File: src/tsf_pkg.sv
package tsf_pkg;
	// ************************************************
	// sizes
	// ************************************************
	localparam int TSF_DEPTH = 32;
	localparam int TSF_IDX_W = 5;
	localparam int TSF_CNT_W = 6;
	localparam int TSF_WORD_W = 16;
	localparam int TSF_BYTE_W = 8;
	localparam int TSF_STAGE_DEPTH = 16;
	localparam logic [5:0] TSF_FULL_CNT = 6'h20;
	localparam logic [4:0] TSF_IDX_MAX = 5'h1F;
	localparam logic [4:0] TSF_IDX_ONE = 5'h01;
	localparam logic [5:0] TSF_CNT_ONE = 6'h01;
	// ************************************************
	// register offsets
	// ************************************************
	localparam logic [7:0] TSF_ADDR_STATUS = 8'h00;
	localparam logic [7:0] TSF_ADDR_WR_IDX = 8'h04;
	localparam logic [7:0] TSF_ADDR_RD_IDX = 8'h05;
	localparam logic [7:0] TSF_ADDR_LOST = 8'h06;
	localparam logic [7:0] TSF_ADDR_OCC = 8'h07;
	localparam logic [7:0] TSF_ADDR_POP = 8'h08;
	localparam logic [7:0] TSF_ADDR_WMARK = 8'h09;
	localparam logic [7:0] TSF_ADDR_POLICY = 8'h0A;
	// ************************************************
	// field positions and values
	// ************************************************
	localparam int TSF_STAT_AFULL_BIT = 7;
	localparam int TSF_POL_FLUSH_BIT = 4;
	localparam int TSF_POL_STATCLR_BIT = 3;
	localparam int TSF_POL_TYPE_BIT = 2;
	localparam int TSF_POL_ROLL_BIT = 1;
	localparam logic [1:0] TSF_PIN_IRQ_MODE = 2'h3;
	localparam logic [7:0] TSF_ZERO_BYTE = 8'h00;
	typedef enum logic {TSF_HIGH_BYTE, TSF_LOW_BYTE} tsf_phase_t;
endpackage : tsf_pkg

File: src/tsf_sample_queue.sv
`timescale 1ns/1ps
// ************************************************
// staging fifo between conversion and queue
// ************************************************
module tsf_stage_fifo #(
	parameter int WIDTH = 16,
	parameter int DEPTH = 16
) (
	input wire logic clk_i,
	input wire logic rst_b_i,
	input wire logic in_valid_i,
	input wire logic [WIDTH-1:0] in_data_i,
	output logic in_ready_o,
	output logic out_valid_o,
	output logic [WIDTH-1:0] out_data_o,
	input wire logic out_ready_i
);
	localparam int AW = $clog2(DEPTH);
	logic [WIDTH-1:0] mem [DEPTH];
	logic [AW-1:0] wp_reg, rp_reg;
	logic [AW:0] cnt_reg, cnt_next;
	logic do_in, do_out;
	assign do_in = in_valid_i && in_ready_o;
	assign do_out = out_valid_o && out_ready_i;
	assign out_data_o = mem[rp_reg];
	// count of held words
	always_comb begin
		cnt_next = cnt_reg;
		if (do_in && !do_out) begin
			cnt_next = cnt_reg + 1'b1;
		end else if (do_out && !do_in) begin
			cnt_next = cnt_reg - 1'b1;
		end
	end
	// pointers, count and registered flags
	always_ff @(posedge clk_i or negedge rst_b_i) begin
		if (!rst_b_i) begin
			wp_reg <= '0;
			rp_reg <= '0;
			cnt_reg <= '0;
			in_ready_o <= 1'b0;
			out_valid_o <= 1'b0;
		end else begin
			if (do_in) begin
				wp_reg <= AW'(wp_reg + 1'b1);
			end
			if (do_out) begin
				rp_reg <= AW'(rp_reg + 1'b1);
			end
			cnt_reg <= cnt_next;
			in_ready_o <= (cnt_next != (AW+1)'(DEPTH));
			out_valid_o <= (cnt_next != '0);
		end
	end
	// storage
	always_ff @(posedge clk_i) begin
		if (do_in) begin
			mem[wp_reg] <= in_data_i;
		end
	end
endmodule : tsf_stage_fifo

// ************************************************
// temperature sample queue
// ************************************************
module tsf_sample_queue (
	input wire logic SYS_CLK_I,
	input wire logic RST_B_I,
	input wire logic SAMPLE_VALID_I,
	input wire logic [tsf_pkg::TSF_WORD_W-1:0] SAMPLE_DATA_I,
	output logic SAMPLE_READY_O,
	input wire logic [7:0] REG_ADDR_I,
	input wire logic REG_RD_I,
	input wire logic REG_WR_I,
	input wire logic [7:0] REG_WDATA_I,
	output logic [7:0] REG_RDATA_O,
	input wire logic AFULL_IRQ_EN_I,
	input wire logic [1:0] PIN_ZERO_FUNCTION_I,
	output logic AFULL_FLAG_O,
	output logic GENERAL_PIN_ZERO_IRQ_O
);
	import tsf_pkg::*;
	logic [TSF_WORD_W-1:0] queue_mem [TSF_DEPTH];
	logic [4:0] write_index_reg, read_index_reg, lost_word_counter_reg;
	logic [4:0] watermark_reg;
	logic [5:0] occ_reg, occ_next, thresh;
	logic pop_clears_flag_reg, afull_type_reg, overwrite_when_full_reg;
	logic a_full_reg, cond_reg, cond_next;
	tsf_phase_t phase_reg;
	logic st_valid, st_ready, st_rdy_flop;
	logic [TSF_WORD_W-1:0] st_data;
	logic push, full_eff, store, flush, pop_rd, pop_adv, status_rd;
	logic set_flag, clr_flag;
	logic [7:0] rdata_next;

	// ************************************************
	// staging buffer
	// ************************************************
	tsf_stage_fifo #(.WIDTH(TSF_WORD_W), .DEPTH(TSF_STAGE_DEPTH)) u_stage (
		.clk_i(SYS_CLK_I),
		.rst_b_i(RST_B_I),
		.in_valid_i(SAMPLE_VALID_I),
		.in_data_i(SAMPLE_DATA_I),
		.in_ready_o(st_rdy_flop),
		.out_valid_o(st_valid),
		.out_data_o(st_data),
		.out_ready_i(st_ready)
	);
	assign SAMPLE_READY_O = st_rdy_flop; // flop inside stage fifo

	// ************************************************
	// event decode
	// ************************************************
	// queue drain stalls during any register access or flush
	assign flush = REG_WR_I && (REG_ADDR_I == TSF_ADDR_POLICY) && REG_WDATA_I[TSF_POL_FLUSH_BIT];
	assign st_ready = !flush && !REG_RD_I && !REG_WR_I;
	assign push = st_valid && st_ready;
	assign pop_rd = REG_RD_I && (REG_ADDR_I == TSF_ADDR_POP);
	assign pop_adv = pop_rd && (phase_reg == TSF_LOW_BYTE);
	assign status_rd = REG_RD_I && (REG_ADDR_I == TSF_ADDR_STATUS);
	assign full_eff = (occ_reg == TSF_FULL_CNT) && !pop_adv;
	assign store = push && (!full_eff || overwrite_when_full_reg);

	// ************************************************
	// storage
	// ************************************************
	// sample written at write index
	always_ff @(posedge SYS_CLK_I) begin
		if (store) begin
			queue_mem[write_index_reg] <= st_data;
		end
	end

	// write index
	always_ff @(posedge SYS_CLK_I or negedge RST_B_I) begin
		if (!RST_B_I) begin
			write_index_reg <= '0;
		end else if (flush) begin
			write_index_reg <= '0;
		end else if (store) begin
			write_index_reg <= write_index_reg + TSF_IDX_ONE;
		end
	end

	// read index, also pushed on by an overwrite
	always_ff @(posedge SYS_CLK_I or negedge RST_B_I) begin
		if (!RST_B_I) begin
			read_index_reg <= '0;
		end else if (flush) begin
			read_index_reg <= '0;
		end else if (REG_WR_I && (REG_ADDR_I == TSF_ADDR_RD_IDX)) begin
			read_index_reg <= REG_WDATA_I[TSF_IDX_W-1:0];
		end else if (pop_adv || (push && full_eff && overwrite_when_full_reg)) begin
			read_index_reg <= read_index_reg + TSF_IDX_ONE;
		end
	end

	// byte phase within a word
	always_ff @(posedge SYS_CLK_I or negedge RST_B_I) begin
		if (!RST_B_I) begin
			phase_reg <= TSF_HIGH_BYTE;
		end else if (flush || (REG_WR_I && (REG_ADDR_I == TSF_ADDR_RD_IDX))) begin
			phase_reg <= TSF_HIGH_BYTE;
		end else if (pop_rd) begin
			phase_reg <= (phase_reg == TSF_HIGH_BYTE) ? TSF_LOW_BYTE : TSF_HIGH_BYTE;
		end
	end

	// ************************************************
	// counters
	// ************************************************
	// occupancy next value
	always_comb begin
		occ_next = occ_reg;
		if (flush) begin
			occ_next = '0;
		end else if (push && !full_eff && !(pop_adv && occ_reg != '0)) begin
			occ_next = occ_reg + TSF_CNT_ONE;
		end else if (!(push && !full_eff) && pop_adv && occ_reg != '0) begin
			occ_next = occ_reg - TSF_CNT_ONE;
		end
	end

	always_ff @(posedge SYS_CLK_I or negedge RST_B_I) begin
		if (!RST_B_I) begin
			occ_reg <= '0;
		end else begin
			occ_reg <= occ_next;
		end
	end

	// lost words, a same-cycle pop clears the count, since full_eff is masked by pop_adv
	always_ff @(posedge SYS_CLK_I or negedge RST_B_I) begin
		if (!RST_B_I) begin
			lost_word_counter_reg <= '0;
		end else if (flush) begin
			lost_word_counter_reg <= '0;
		end else if (push && full_eff) begin
			if (lost_word_counter_reg != TSF_IDX_MAX) begin
				lost_word_counter_reg <= lost_word_counter_reg + TSF_IDX_ONE;
			end
		end else if (pop_adv) begin
			lost_word_counter_reg <= '0;
		end
	end

	// ************************************************
	// configuration
	// ************************************************
	// watermark and policy bits; flush bit is never stored
	always_ff @(posedge SYS_CLK_I or negedge RST_B_I) begin
		if (!RST_B_I) begin
			watermark_reg <= '0;
			pop_clears_flag_reg <= 1'b0;
			afull_type_reg <= 1'b0;
			overwrite_when_full_reg <= 1'b0;
		end else if (REG_WR_I) begin
			if (REG_ADDR_I == TSF_ADDR_WMARK) begin
				watermark_reg <= REG_WDATA_I[TSF_IDX_W-1:0];
			end else if (REG_ADDR_I == TSF_ADDR_POLICY) begin
				pop_clears_flag_reg <= REG_WDATA_I[TSF_POL_STATCLR_BIT];
				afull_type_reg <= REG_WDATA_I[TSF_POL_TYPE_BIT];
				overwrite_when_full_reg <= REG_WDATA_I[TSF_POL_ROLL_BIT];
			end
		end
	end

	// ************************************************
	// almost-full flag
	// ************************************************
	assign thresh = TSF_FULL_CNT - {1'b0, watermark_reg};
	assign cond_next = (occ_next >= thresh);
	assign set_flag = push && !flush && cond_next && (!afull_type_reg || !cond_reg);
	assign clr_flag = status_rd || (pop_rd && pop_clears_flag_reg);

	// set wins over clear
	always_ff @(posedge SYS_CLK_I or negedge RST_B_I) begin
		if (!RST_B_I) begin
			a_full_reg <= 1'b0;
			cond_reg <= 1'b0;
		end else begin
			cond_reg <= cond_next;
			if (set_flag) begin
				a_full_reg <= 1'b1;
			end else if (clr_flag) begin
				a_full_reg <= 1'b0;
			end
		end
	end
	assign AFULL_FLAG_O = a_full_reg;

	// pin zero interrupt level
	always_ff @(posedge SYS_CLK_I or negedge RST_B_I) begin
		if (!RST_B_I) begin
			GENERAL_PIN_ZERO_IRQ_O <= 1'b0;
		end else begin
			GENERAL_PIN_ZERO_IRQ_O <= a_full_reg && AFULL_IRQ_EN_I &&
				(PIN_ZERO_FUNCTION_I == TSF_PIN_IRQ_MODE);
		end
	end

	// ************************************************
	// read data
	// ************************************************
	always_comb begin
		rdata_next = TSF_ZERO_BYTE;
		if (REG_ADDR_I == TSF_ADDR_STATUS) begin
			rdata_next[TSF_STAT_AFULL_BIT] = a_full_reg;
		end else if (REG_ADDR_I == TSF_ADDR_WR_IDX) begin
			rdata_next[TSF_IDX_W-1:0] = write_index_reg;
		end else if (REG_ADDR_I == TSF_ADDR_RD_IDX) begin
			rdata_next[TSF_IDX_W-1:0] = read_index_reg;
		end else if (REG_ADDR_I == TSF_ADDR_LOST) begin
			rdata_next[TSF_IDX_W-1:0] = lost_word_counter_reg;
		end else if (REG_ADDR_I == TSF_ADDR_OCC) begin
			rdata_next[TSF_CNT_W-1:0] = occ_reg;
		end else if (REG_ADDR_I == TSF_ADDR_POP) begin
			if (phase_reg == TSF_HIGH_BYTE) begin
				rdata_next = queue_mem[read_index_reg][TSF_WORD_W-1:TSF_BYTE_W];
			end else begin
				rdata_next = queue_mem[read_index_reg][TSF_BYTE_W-1:0];
			end
		end else if (REG_ADDR_I == TSF_ADDR_WMARK) begin
			rdata_next[TSF_IDX_W-1:0] = watermark_reg;
		end else if (REG_ADDR_I == TSF_ADDR_POLICY) begin
			rdata_next[TSF_POL_STATCLR_BIT] = pop_clears_flag_reg;
			rdata_next[TSF_POL_TYPE_BIT] = afull_type_reg;
			rdata_next[TSF_POL_ROLL_BIT] = overwrite_when_full_reg;
		end
	end

	always_ff @(posedge SYS_CLK_I or negedge RST_B_I) begin
		if (!RST_B_I) begin
			REG_RDATA_O <= TSF_ZERO_BYTE;
		end else if (REG_RD_I) begin
			REG_RDATA_O <= rdata_next;
		end
	end
endmodule : tsf_sample_queue

File: config.mk
export PLATFORM = sky130hd
export DESIGN_NAME = tsf_sample_queue
export DESIGN_NICKNAME = d
export VERILOG_FILES = /design/src/tsf_pkg.sv /design/src/tsf_sample_queue.sv
export SDC_FILE = /design/constraint.sdc
export NUM_CORES = 1
export LEC_CHECK = 0
export BUFFER_PORTS_ARGS = -buffer_cell sky130_fd_sc_hd__buf_2
export CORE_ASPECT_RATIO = 1.5
export CORE_UTILIZATION = 52
export DETAILED_ROUTE_END_ITERATION = 16
export GPL_ROUTABILITY_DRIVEN = 0
export PLACE_DENSITY = 0.68
export SLEW_MARGIN = 20
export SYNTH_ARGS = -nofsm -noshare
export SYNTH_HDL_FRONTEND = slang
export SYNTH_HIERARCHICAL = 1
export SYNTH_SLANG_ARGS = --single-unit
File: constraint.sdc
create_clock -name SYS_CLK_I -period 3.56 [get_ports SYS_CLK_I]
set_input_delay 0.534 -clock SYS_CLK_I [delete_from_list [all_inputs] [get_ports SYS_CLK_I]]
set_output_delay 0.534 -clock SYS_CLK_I [all_outputs]
set_load 0.01 [all_outputs]
==> results by group <==
STA
  – Sum Neg Setup Slack: 0 ps
  – Max Slew Vio Count: 0
  – Setup Viol. Count Final: 0
  – Final period util: 92.9%
  – RSZ-0062 raised after global routing: no
  – Fin worst setup slack: 254 ps
  – Slew margin rel.: 39.2%
  – Final Critical Period: 3310 ps
  – Maximum clock rate: 303 MHz
  – Measured slew at the worst slew-check pin: 911 ps
  – Final hold vios: 0
  – Clk_skew: 24.0 ps

Floorplan
  – Die height: 310 microns
  – # rows: 112
  – Core Region: 0.0625 sq mm
  – Die area: 0.0645 sq mm
  – Die X: 208 microns
  – # IOs: 51
  – Initial Utilization: 52.8%

Placed design
  – Post-Place Setup Slack: 133 ps
  – I/O Buffers: 47
  – Placed insts: 2595
  – Placed inst area: 0.0349 sq mm
  – Post-DP HPWL: 49.4 mm

Job
  – Max Cap Viol: 0

Cells and area
  – Biggest register: queue_mem
  – Number of flip-flops in the largest register: 512
  – Layout cell share with drive strength beyond 1: 26.7%
  – Final instance area: 0.0372 sq mm
  – Top flop regs: queue_mem: 512 flops, u_stage/mem: 256 flops, REG_RDATA_O: 8 flops
  – P&R area growth vs syn: 12.9%
  – Fin util: 59.6%
  – Non-Filler Instances: 2734
  – Final net count: 1938

Min path
  – Hold WC Path Type: in -> reg

Setup path
  – Worst setup SP type: flip-flop
  – Worst Path Arrival: 3820 ps
  – Critical path class: reg -> reg
  – Critical-path maximum fanout: 6
  – CP Capture Type: flip-flop
  – CP required: 4070 ps

Synth
  – Asr flop ratio synth: 6.80%
  – Synth Flop Type: edfxtp_1
  – Yosys warning count: 6
  – Cells after synthesis: 1703
  – Yosys top cell area share: 69.9%
  – EDFF count, synth: 768
  – Cell Area, Synth: 0.0330 sq mm
  – Post-synth top area cell: edfxtp_1
  – Largest cells by area after synthesis: edfxtp_1 70%, mux4_2 12%, dfrtp_1 4.2%, mux2i_1 1.5%, nand2_1 1.0%
  – Post-synthesis sequential area ratio: 74.2%
  – Yosys cell types: 72
  – Mapped Nets: 1766
  – Syn avg cell area: 19.4 sq um
  – Count leader, synth: edfxtp_1
  – Post-synthesis register bit count: 824
  – Top cells by count, synth: 768 x edfxtp_1, 183 x mux4_2, 90 x nand2_1

CTS
  – Sink Count: 824
  – CTS Root Cell: clkbuf_16
  – CTS tree: done
  – Cts bufs inserted: 75
  – CTS HTree Levels: 3
  – Clock Path Buffers: 3
  – Worst-path clk slew: 60 ps
  – Clock Latency Late Sink: 630 ps

Detailed routing
  – Vias/cell: 6.21
  – Routed length per instance: 28.2 microns
  – Antenna-violating nets left: 0
  – DRT Wirelength: 77.2 mm
  – DRC: 0
  – Initial DRC count: 1586
  – DR pass1 iterations: 6
  – Vias: 17000

Global route
  – Gr usage total: 24.7%
  – Total grt overflow: 0
  – Vias in the first global route: 17800
  – Initial antenna violation count: 3
  – Largest net degree at the start of global routing: 40
  – First-pass GRT wire length: 114 mm

Power and ir drop
  – PD cells: 757 mW/mm^2
  – P_leak: 12.5 nW
  – Worst VDD drop: 0.626 mV

Outcome
  – Status: complete, no violations
-- per-layer routing --
| metal | global-route usage [%] | vias to the layer above | wire length, microns |
|---|---|---|---|
| met5 | 0 | - | 0 |
| met1 | 27.7 | 8832 | 27300 |
| li1 | - | 7292 | - |
| met4 | 15.8 | 0 | 4790 |
| met3 | 3.24 | 217 | 4120 |
| met2 | 44.6 | 649 | 41000 |
-- cells in the final DEF, fill, tap and decap left out, types with 8 or more instances in the layout --
master and instances:
nor2_1 68, nand2b_1 10, clkinv_1 15, and3_1 9
mux2i_1 50, buf_12 8, edfxtp_1 768, o22ai_1 11
o21ai_0 22, inv_1 24, xor2_1 10, buf_4 121
nand3_1 24, a22oi_1 38, nor2b_1 13, clkbuf_1 18
nand4_1 13, ha_1 23, xnor2_1 13, mux4_2 183
and2_1 15, nor2_2 17, buf_2 47, nand2_1 89
nor3_1 14, a211oi_1 8, clkinv_2 10, mux2_2 11
clkbuf_16 76, o221ai_1 11, a21oi_1 29, dfrtp_1 50
-- where the power goes --
part	total [mW]	switching [mW]	internal (mW)	leakage, nW
sequential	13.8	0.558	13.2	7.64
clock	7.75	3.44	4.31	1.13
combinational	6.67	4.44	2.23	3.75
total	28.2	8.43	19.7	12.5
-- metrics by stage --
stage               power, mW  hold slack, ps
floorplan                17.7             238
CTS                      28.3             151
global route             29.1             181
global placement         20.4             475
detailed placement       20.7             503
finish                   28.2             179
-- timing repair --
action,CTS,global route
hold endpoints to repair,26,0
setup endpoints to repair,0,1
buffers inserted,0,0
hold buffers,1,0
gates resized for setup,0,1
-- path summary, 6_finish.rpt --
check	from	to	slack [ps]	cells after the start
worst max register to register	occ_reg[0]	AFULL_FLAG_O	250	15
worst min-delay path	AFULL_IRQ_EN_I	GENERAL_PIN_ZERO_IRQ_O	180	2
max in group asynchronous	RST_B_I	u_stage/rp_reg[0]	2340	3
worst max-delay path	occ_reg[0]	AFULL_FLAG_O	250	15
min in group asynchronous	RST_B_I	lost_word_counter_reg[3]	510	2
worst min register to register	overwrite_when_full_reg	overwrite_when_full_reg	520	1
-- cells by family (layout without fill, tap and decap cells) --
group / Yosys count / count (layout) / synth area share [%]
AO/OA/AOI/OAI: 177 / 177 / 3.76
XOR/XNOR: 23 / 23 / 0.611
adder cells (fa/ha/maj): 23 / 23 / 0.873
buffers and inverters: 108 / 337 / 1.72
flip-flops: 824 / 824 / 74.2
multiplexers: 244 / 244 / 14.4
other: 0 / 4 / 0
AND/OR/NAND/NOR: 304 / 304 / 4.48
-- area by class of cell --
class                           instances  area, sq um
Fill cell                            4528        25300
Timing Repair Buffer                  177         1310
Clock inverter                         40          357
Sequential cell                       824        24500
Clock buffer                           94         1970
Tap cell                              798          998
Multi-Input combinational cell        771         8010
Antenna cell                            4         10.0
Inverter                               26         97.6
-- worst max-delay path, stage by stage, from the launching register on --
cell,delay (ps)
dfrtp_1,470
inv_1,90
ha_1,190
nor4b_4,350
nand2b_1,150
and3_1,200
nor2_1,130
xnor2_1,140
nand2_1,80
ha_1,280
nand2b_1,140
a21o_1,180
a21o_1,190
a21o_1,180
a21o_1,180
a31o_2,230
(Power assumes the default switching activity.)
